$ cat config.mk
export PLATFORM = sky130hd
export DESIGN_NAME = sarcc_top
export DESIGN_NICKNAME = d
export VERILOG_FILES = /design/src/rtl/sarcc_pkg.sv /design/src/rtl/sarcc_sync.sv /design/src/rtl/sarcc_top.sv
export VERILOG_INCLUDE_DIRS = /design/src /design/src/rtl
export SDC_FILE = /design/constraint.sdc
export NUM_CORES = 1
export LEC_CHECK = 0
export BUFFER_PORTS_ARGS = -buffer_cell sky130_fd_sc_hd__buf_2
export CORE_MARGIN = 2
export CORE_UTILIZATION = 25
export CTS_BUF_LIST = sky130_fd_sc_hd__clkbuf_2
export CTS_CLUSTER_SIZE = 16
export DETAILED_ROUTE_END_ITERATION = 8
export PLACE_DENSITY = 0.52
export SLEW_MARGIN = 40
export SYNTH_ARGS = -nofsm -noshare
export SYNTH_HDL_FRONTEND = slang
export SYNTH_SLANG_ARGS = --single-unit
$ cat constraint.sdc
create_clock -name ref_clk_in -period 3.62 [get_ports ref_clk_in]
set_clock_uncertainty 0.2 [all_clocks]
set_input_delay 0.543 -clock ref_clk_in [delete_from_list [all_inputs] [get_ports ref_clk_in]]
set_output_delay 0.543 -clock ref_clk_in [all_outputs]
set_load 0.02 [all_outputs]
$ cat src/rtl/sarcc_cfg.svh
`ifndef SARCC_CFG_SVH
`define SARCC_CFG_SVH
// code width and one code step is reference / 65536
`define SARCC_CODE_W 16
`define SARCC_CODE_STEPS 65536
// straight binary end codes
`define SARCC_SB_FULL 16'hffff
`define SARCC_SB_ZERO 16'h0000
// twos complement end codes and the sign bit flip between formats
`define SARCC_TC_FULL 16'h7fff
`define SARCC_TC_ZERO 16'h8000
`define SARCC_SIGN_FLIP 16'h8000
// conversion phase length in ns at the 50 ns clock
`define SARCC_CLK_NS 50
`define SARCC_CONV_NS 1500
`define SARCC_CONV_CYC ((`SARCC_CONV_NS + `SARCC_CLK_NS - 1) / `SARCC_CLK_NS)
// self-run acquisition interval in low-power mode, in ns
`define SARCC_ACQ_NS 250
`define SARCC_ACQ_CYC ((`SARCC_ACQ_NS + `SARCC_CLK_NS - 1) / `SARCC_CLK_NS)
// counter width
`define SARCC_CNT_W 8
// mode encodings
`define SARCC_MODE_FAST 2'h0
`define SARCC_MODE_NORMAL 2'h1
`define SARCC_MODE_LOWPWR 2'h2
`endif

$ cat src/rtl/sarcc_pkg.sv
`include "sarcc_cfg.svh"
package sarcc_pkg;
    // operating mode of the converter
    typedef enum logic [1:0]
    {
        SARCC_FAST = 2'h0,
        SARCC_NORMAL = 2'h1,
        SARCC_LOWPWR = 2'h2
    } sarcc_mode_e;
    // conversion control states
    typedef enum logic [1:0]
    {
        SARCC_IDLE = 2'h0,
        SARCC_CONV = 2'h1,
        SARCC_ACQ = 2'h2
    } sarcc_state_e;
    // result code type
    typedef logic [`SARCC_CODE_W-1:0] sarcc_code_t;
endpackage

$ cat src/rtl/sarcc_sync.sv
`include "sarcc_cfg.svh"
// three-stage synchroniser with agreement filter for one pin
module sarcc_sync
    import sarcc_pkg::*;
(
    input wire logic ref_clk_in,
    input wire logic reset_n_in,
    input wire logic pin_in,
    output logic level_out
);
    logic s1_q; // metastable stage, read only by s2
    logic s2_q;
    logic s3_q;
    logic lvl_q;
    logic lvl_d;
    // change accepted once stages two and three agree
    always_comb
    begin
        lvl_d = lvl_q;
        if (s2_q == s3_q)
        begin
            lvl_d = s3_q;
        end
    end
    // reset takes constants only; idle level is high for an active-low pin
    always_ff @(posedge ref_clk_in or negedge reset_n_in)
    begin
        if (!reset_n_in)
        begin
            s1_q <= 1'b1;
            s2_q <= 1'b1;
            s3_q <= 1'b1;
            lvl_q <= 1'b1;
        end
        else
        begin
            s1_q <= pin_in;
            s2_q <= s1_q;
            s3_q <= s2_q;
            lvl_q <= lvl_d;
        end
    end
    assign level_out = lvl_q;
endmodule

$ cat src/rtl/sarcc_top.sv
`include "sarcc_cfg.svh"
// Summary of operation
// [RULE1] only the start pin begins conversions
// [RULE2] running conversion never restarted or aborted
// [RULE3] low-power: start low at busy end retriggers
// [RULE4] low-power: held start keeps conversions running back-to-back
// [RULE5] host pulls start low once after power-up
// [RULE6] self-run only in low-power mode
// [RULE7] overrange input gives full-scale code
// [RULE8] underrange input gives zero-scale code
// [RULE9] low-power enters reduced power after conversion
// [RULE10] interface and reference stay on while acquiring
// [RULE11] two static pins choose the reference source
// [RULE12] start falling edge begins conversion, busy ends it
// [RULE13] format pin picks binary or twos complement
// [RULE14] host discards stale first result in fast mode
// [RULE15] start requests during busy are dropped
module sarcc_top
    import sarcc_pkg::*;
(
    input wire logic ref_clk_in,
    input wire logic reset_n_in,
    input wire logic conv_start_n_in,
    input wire logic cs_n_in,
    input wire logic rd_n_in,
    input wire logic full_powerdown_in,
    input wire logic [1:0] mode_in,
    input wire logic internal_ref_off_in,
    input wire logic ref_buffer_off_in,
    input wire logic code_format_select_in,
    input wire logic [`SARCC_CODE_W-1:0] sample_code_in,
    input wire logic sample_over_in,
    input wire logic sample_under_in,
    output logic busy_out,
    output logic [`SARCC_CODE_W-1:0] result_out,
    output logic result_valid_out,
    output logic low_power_idle_out,
    output logic int_ref_enable_out,
    output logic ref_buffer_enable_out,
    output logic interface_enable_out,
    output logic core_powered_out
);
    logic start_lvl; // filtered start pin level
    logic start_prev_q; // previous filtered level, for edge detect
    logic start_prev_d;
    sarcc_state_e state_q;
    sarcc_state_e state_d;
    logic [`SARCC_CNT_W-1:0] cnt_q;
    logic [`SARCC_CNT_W-1:0] cnt_d;
    logic busy_q;
    logic busy_d;
    sarcc_code_t result_q;
    sarcc_code_t result_d;
    logic valid_q;
    logic valid_d;
    logic lp_idle_q;
    logic lp_idle_d;
    logic iref_q;
    logic iref_d;
    logic rbuf_q;
    logic rbuf_d;
    logic ifen_q;
    logic ifen_d;
    logic core_q;
    logic core_d;
    logic start_fall; // one-cycle falling edge of the start pin
    logic self_run; // low-power mode selected

    // start pin comes from the host domain; chip select and read are not consulted
    sarcc_sync u_start_sync
    (
        .ref_clk_in(ref_clk_in),
        .reset_n_in(reset_n_in),
        .pin_in(conv_start_n_in),
        .level_out(start_lvl)
    );

    // saturate and format the captured code; called once, when a conversion ends
    function automatic sarcc_code_t fmt_code(input sarcc_code_t raw, input logic over,
                                             input logic under, input logic sb);
        sarcc_code_t c;
        c = raw;
        // [RULE7] overrange clamps high
        if (over)
        begin
            c = `SARCC_SB_FULL;
        end
        // [RULE8] underrange clamps low
        else if (under)
        begin
            c = `SARCC_SB_ZERO;
        end
        // [RULE13] twos complement flips sign
        if (!sb)
        begin
            c = c ^ `SARCC_SIGN_FLIP;
        end
        return c;
    endfunction

    // [RULE1] edge of start only
    assign start_fall = start_prev_q & ~start_lvl;
    // [RULE6] self-run in low-power
    assign self_run = (mode_in == `SARCC_MODE_LOWPWR);

    // conversion control next state
    always_comb
    begin
        start_prev_d = start_lvl;
        state_d = state_q;
        cnt_d = cnt_q;
        busy_d = busy_q;
        result_d = result_q;
        valid_d = 1'b0;
        lp_idle_d = lp_idle_q;
        case (state_q)
            SARCC_IDLE:
            begin
                // [RULE12] falling edge starts conversion
                if (start_fall)
                begin
                    state_d = SARCC_CONV;
                    cnt_d = `SARCC_CNT_W'(`SARCC_CONV_CYC - 1);
                    busy_d = 1'b1;
                    lp_idle_d = 1'b0;
                end
            end
            SARCC_CONV:
            begin
                // [RULE2] powerdown and start ignored here
                // [RULE15] no queuing while busy
                if (cnt_q != '0)
                begin
                    cnt_d = cnt_q - `SARCC_CNT_W'(1);
                end
                else
                begin
                    busy_d = 1'b0;
                    valid_d = 1'b1;
                    result_d = fmt_code(sample_code_in, sample_over_in,
                                        sample_under_in, code_format_select_in);
                    // [RULE9] reduced power after conversion
                    lp_idle_d = self_run;
                    // [RULE3] retrigger if start held low
                    if (self_run && !start_lvl)
                    begin
                        state_d = SARCC_ACQ;
                        cnt_d = `SARCC_CNT_W'(`SARCC_ACQ_CYC - 1);
                    end
                    else
                    begin
                        state_d = SARCC_IDLE;
                    end
                end
            end
            SARCC_ACQ:
            begin
                // device-timed acquisition; released start aborts self-run
                if (start_lvl)
                begin
                    state_d = SARCC_IDLE;
                end
                else if (cnt_q != '0)
                begin
                    cnt_d = cnt_q - `SARCC_CNT_W'(1);
                end
                else
                begin
                    // [RULE4] back-to-back while held low
                    state_d = SARCC_CONV;
                    cnt_d = `SARCC_CNT_W'(`SARCC_CONV_CYC - 1);
                    busy_d = 1'b1;
                    lp_idle_d = 1'b0;
                end
            end
            default:
            begin
                state_d = SARCC_IDLE;
                busy_d = 1'b0;
            end
        endcase
    end

    // static power and reference controls
    always_comb
    begin
        // [RULE11] reference source select
        iref_d = ~internal_ref_off_in;
        rbuf_d = ~ref_buffer_off_in;
        // [RULE10] interface enabled whenever chip select and read are both low, in any state
        ifen_d = ~(cs_n_in | rd_n_in);
        // full power-down follows busy one cycle late, so it takes effect outside a conversion and in its first busy cycle
        core_d = ~(full_powerdown_in & ~busy_q);
    end

    // register all state
    always_ff @(posedge ref_clk_in or negedge reset_n_in)
    begin
        if (!reset_n_in)
        begin
            start_prev_q <= 1'b1;
            state_q <= SARCC_IDLE;
            cnt_q <= '0;
            busy_q <= 1'b0;
            result_q <= `SARCC_SB_ZERO;
            valid_q <= 1'b0;
            lp_idle_q <= 1'b0;
            iref_q <= 1'b0;
            rbuf_q <= 1'b0;
            ifen_q <= 1'b0;
            core_q <= 1'b1;
        end
        else
        begin
            start_prev_q <= start_prev_d;
            state_q <= state_d;
            cnt_q <= cnt_d;
            busy_q <= busy_d;
            result_q <= result_d;
            valid_q <= valid_d;
            lp_idle_q <= lp_idle_d;
            iref_q <= iref_d;
            rbuf_q <= rbuf_d;
            ifen_q <= ifen_d;
            core_q <= core_d;
        end
    end

    assign busy_out = busy_q;
    assign result_out = result_q;
    assign result_valid_out = valid_q;
    assign low_power_idle_out = lp_idle_q;
    assign int_ref_enable_out = iref_q;
    assign ref_buffer_enable_out = rbuf_q;
    assign interface_enable_out = ifen_q;
    assign core_powered_out = core_q;
endmodule

======== Yosys cells after proc, flatten, opt, wreduce, memory -nomap -nowiden ========
Index checks and enable logic that the tools add are counted.
word-level totals
  flip-flop bits (word level) ............. 38
  input bits .............................. 29
  word-level logic and storage cells ...... 75
cells by class
  $add $sub $neg .......................... 1
  reductions and logical operators ........ 10
  equality and inequality tests ........... 10
  bitwise operators ....................... 11
  mux-type cells .......................... 28
operators by type and width
  kind                                                                      number
  16-bit two-way mux                                                        5
  8-bit two-way mux                                                         5
  8-bit case mux with 3 select lines                                        1
  2-bit two-way mux                                                         5
  1-bit two-way mux                                                         9
  2-bit inequality test (second input constant)                             4
  1-bit NOT                                                                 8
  4-bit AND reduction                                                       2
  8-bit nonzero test                                                        1
  8-bit by 1-bit subtractor with 8-bit output (second input constant)       1
  1-bit case mux with 3 select lines                                        2
  2-bit case mux with 3 select lines                                        1
  5-bit AND reduction                                                       1
  2-bit equality test (second input constant)                               2
  3-bit by 2-bit inequality test with 1-bit output (second input constant)  1
  3-bit inequality test (second input constant)                             1
  3-bit AND reduction                                                       1
  3-bit nonzero test                                                        1
  1-bit bitwise AND                                                         2
  2-bit by 1-bit equality test with 1-bit output (second input constant)    1
  2-bit zero test                                                           1
  2-bit AND reduction                                                       1
  1-bit equality test                                                       1
  1-bit logical AND                                                         1
  other kinds (2)                                                           2

======== Longest topological paths before layout ========
  depth in word-level cells ............... 6
  gate-level depth with buffers ........... 8

======== Modules after synthesis ========
Synthesis repeated with hierarchy kept, for this count alone.
unflattened totals
  cell total of the unflattened synthesis .. 191
  area, all modules ....................... 1,913.1 um^2
by module, submodules not included
  module      times used  cells an instance  area each (um^2)  seq. area each (um^2)
  sarcc_top   1           186                1,796.7           853.3
  sarcc_sync  1           5                  116.4             105.1

======== Worst setup path before layout ========
Ideal clock, no wire load.
  path kind ............................... reg2reg
  from .................................... reg cnt_q[0]
  to ...................................... reg lp_idle_q (netlist: low_power_idle_out)
  setup slack ............................. 1.644 ns
  path buffers ............................ 0
  arrival time ............................ 1.651 ns
  cell stages (with the launch flop) ...... 7
  cell sequence ........................... dfrtp_1 inv_1 ha_1 nor4b_4 nand2_1 a211oi_2 mux2_2
on the way
  longest elaborated chain between the ends .. 3
  elaborated cells between the ends (all ways) .. 4
  those cells by class .................... 2 x eq/ne; 2 x reduce/logical
ends and longest elaborated chain
  what                                      RTL line                            source
  from (decl)                               sarcc_top.sv:48                     logic [`SARCC_CNT_W-1:0] cnt_q;
  from (signal assigned)                    sarcc_top.sv:217                    cnt_q <= cnt_d;
  8-bit nonzero test (*)                    sarcc_top.sv:132, sarcc_top.sv:163
  2-bit inequality test (no source line)    -
  5-bit AND reduction (no source line) (*)  -
  to (signal assigned)                      sarcc_top.sv:221                    lp_idle_q <= lp_idle_d;
  to (decl)                                 sarcc_top.sv:56                     logic lp_idle_q;
Every way passes the cells marked *; elsewhere a longest branch is shown, timed or not.
A chain may end at the register's enable or synchronous reset.

======== Worst setup path after layout ========
  from .................................... reg cnt_q[0]
  to ...................................... reg result_q[1] (netlist: result_out[1])
on the way
  longest elaborated chain between the ends .. 3
ends and longest elaborated chain
  what                                  RTL line          source
  8-bit nonzero test                    sarcc_top.sv:132  if (cnt_q != '0)
  1-bit NOT (no source line)            -
  2-bit AND reduction (no source line)  -
  to (signal assigned)                  sarcc_top.sv:205  result_q <= `SARCC_SB_ZERO;
  to (signal assigned)                  sarcc_top.sv:219  result_q <= result_d;
  to (decl)                             sarcc_top.sv:52   sarcc_code_t result_q;
No other way between the ends.

==> flow_summary.yaml <==
status:
  status: "finished clean"
sta:
  relSlewSlack: 0.632
  grt_setup_unrepaired: "false"
  max_slew.worst_pin.slew_ns: 0.549
  tns_ns: 0
  fmaxAchievable_ghz: 0.455
  period_minus_slack_ns: 2.20
  fin_crit_sh: 0.607
  slew_violations: 0
  setup_viol: 0
  hold_violations: 0
final_layout:
  syn_to_final_growth_pct: 23.2
  drive_gt1_frac: 0.313
  final_area_um2: 2290
  antenna_cells: 0
  layout.nets: 274
pwr:
  peakVddDrop_uv: 321
  pwr-share-seq: 0.390
  netSwitchingPower_uw: 680
  internal_power_uw: 886
  p_comb_frac: 0.488
  p_sw_frac: 0.434
  p_per_area_nw_per_um2: 684
  p_leak_uw: 0.000987
  clkPwrFrac: 0.122
place:
  dp_hpwl_um: 3170
  port_buffers: 51
  dpl-instance-area_um2: 2200
  gp_congestion: 0.900
global_route:
  grt_pass1_vias: 1569
  grt.overflow.total: 0
  grt_usage: 0.111
  grt_max_degree: 39
  antenna_found_initial: 0
  grt_pass1_wl_um: 7360
critical_path:
  cp.arrival_ns: 2.33
  end_kind: "flip-flop"
  ff2ff_path_depth: 7
  crit_slowest_cell: "dfrtp_1"
  critPathMaxStageDelay_ns: 0.44
  cp_max_fo: 33
  worstPathRequired_ns: 3.75
  path_class: "reg2reg"
  crit_path_start_kind: "flip-flop"
  crit_chain: "inv_1, ha_1, nor4b_4, and3_1, buf_4, nor2_1, a21oi_1"
detailed_routing:
  drtPass1Iterations: 4
  vias: 1606
  wl_per_cell_um: 13.2
  drt_first_iter_violations: 210
  wl_met3_um: 239
  top_layer: "met4"
  wl_met1_um: 1850
  ant_nets: 0
  viasPerCell: 4.74
  drt_wl_total_um: 4490
  drc: 0
  wl_met2_um: 2310
clock_tree:
  cts-buffers-inserted: 5
  clock_latency_ns: 0.40
  h-tree-depth: 2
  cts_setup_buffers: 0
  clkSlewWorstSetupHoldPaths_ns: 0.21
  cts_tree: "yes"
  cts.sinks: 38
  cts-root-buf: "clkbuf_2"
  cts_buffer_depth: 2
  cts_resized: 0
synthesis:
  synthXorXnorAreaFrac: 0.00943
  synthArstFlopShare: 1.00
  yosysTopAreaCell: "dfrtp_1"
  synthAdderAreaFrac: 0.0458
  synth_cell_types: 48
  synth-seq-area-share: 0.516
  synth_compound_area_frac: 0.234
  synth_top_area_share: 0.431
  synth_simple_gate_area_share: 0.129
  postSynthAreaPerCell_um2: 10.2
  synth_most_common_cell: "a21oi_1"
  synthFlopType: "dfrtp_1"
  synth-edff-count: 0
  synth.top_cells.by_count: "a21oi_1, dfrtp_1, nor2_1"
  netlist_area_um2: 1860
  synth_mux_area_frac: 0.0168
  yosysWarnings: 0
  synthTopCellsByArea: "dfrtp_1, a21oi_1, dfstp_2"
  synth_top_family_by_area: "compound AO/OA/AOI/OAI gates"
  synthCells: 182
  synth-seq-cells: 38
  synth_nets: 217
floorplanning:
  pin_count: 52
  floorplan.initialDensity: 0.257
  dieHeight_um: 90.2
  rows: 31
  fp.dieW_um: 90.2
  core_area_um2: 7210
  die_area_um2: 8130
flow_run:
  drv_cap: 0
hold_path:
  hold_class: "in2reg"
  hold_depth: 2
[critical path: cells and delay by family, from the launching register on]
| family | cells | cell delay, ns |
|---|---|---|
| buffers and inverters | 2 | 0.46 |
| AND/OR/NAND/NOR | 3 | 0.71 |
| AO/OA/AOI/OAI | 1 | 0.13 |
| flip-flops | 1 | 0.44 |
| adder cells (fa/ha/maj) | 1 | 0.18 |
[metrics by stage]
| stage | utilization | hold slack, ns | total power, uW | cells | worst slack [ns] |
|---|---|---|---|---|---|
| finish | 0.317 | 0.0477 | 1570 | 339 | 1.42 |
| CTS | 0.313 | 0.00639 | 1570 | 336 | 1.44 |
| global route | 0.317 | 0.00362 | 1690 | 339 | 1.26 |
| detailed placement | 0.305 | 0.147 | 1370 | 326 | 1.45 |
| floorplan | - | 0.0474 | 1160 | 182 | 1.64 |
| global placement | 0.304 | 0.147 | 1380 | 326 | 1.50 |
[power by group through the flow]
stage / sequential, uW / clock (uW) / combinational (uW)
2_1_floorplan: 677 / 0 / 485
3_3_place_gp: 624 / 0 / 755
3_5_place_dp: 621 / 0 / 749
4_1_cts: 612 / 202 / 756
5_1_grt: 628 / 220 / 838
6_report: 611 / 190 / 764
[path summary, 6_finish.rpt]
kind / start / to / slack (ns)
worst max-delay path: cnt_q[0] / result_out[1] / 1.42
worst min-delay path: rd_n_in / interface_enable_out / 0.05
worst max register to register: cnt_q[0] / result_out[1] / 1.42
worst min register to register: u_start_sync.s2_q / u_start_sync.s3_q / 0.15
max in group asynchronous: reset_n_in / core_powered_out / 2.42
min in group asynchronous: reset_n_in / result_out[11] / 0.42
[cell type report]
| type | instances | area (um2) |
|---|---|---|
| multi-input cells | 126 | 808 |
| clock inverters | 3 | 16.3 |
| inverters | 11 | 41.3 |
| flip-flops and latches | 38 | 958 |
| fillers | 772 | 4930 |
| well taps | 99 | 124 |
| clock buffers | 5 | 25.0 |
| repair buffers | 57 | 315 |
[flip-flops by register name (all words and copies together) (netlist names)]
name                    cells
start_prev_q                1
u_start_sync.level_out      1
interface_enable_out        1
u_start_sync.s2_q           1
busy_out                    1
result_valid_out            1
low_power_idle_out          1
core_powered_out            1
ref_buffer_enable_out       1
u_start_sync.s1_q           1
int_ref_enable_out          1
state_q                     2
cnt_q                       8
u_start_sync.s3_q           1
result_out                 16
[cell usage in the layout, fill, tap and decap left out, drive strengths merged, types with 3 or more instances in the layout]
cell | Yosys | layout
clkbuf | 3 | 5
nor2 | 23 | 23
buf | 4 | 52
dfstp | 6 | 6
inv | 11 | 11
nand2 | 6 | 6
dlygate4sd3 | 0 | 5
a31oi | 6 | 6
dfrtp | 32 | 32
o31ai | 4 | 4
nor3 | 3 | 3
o21ai | 5 | 5
ha | 6 | 6
a21oi | 36 | 36
[what timing repair did]
action | 4_1_cts | 5_1_grt
endpoints found under the setup margin | 0 | 0
hold buffers | 2 | 3
endpoints found under the hold margin | 33 | 3
[routing by layer]
metal / track usage / up-vias
met4: 0.0500 / 0
met1: 0.131 / 759
met2: 0.189 / 64
met3: 0.0277 / 12
met5: 0 / -
li1: - / 771
[kinds of logic after synthesis]
kind of cell,count (synthesis)
fa+ha+maj,7
flops,38
mux,3
xor+xnor,2
compound gates,69
buf+inv,18
simple gates,45
(Power assumes the default switching activity.)
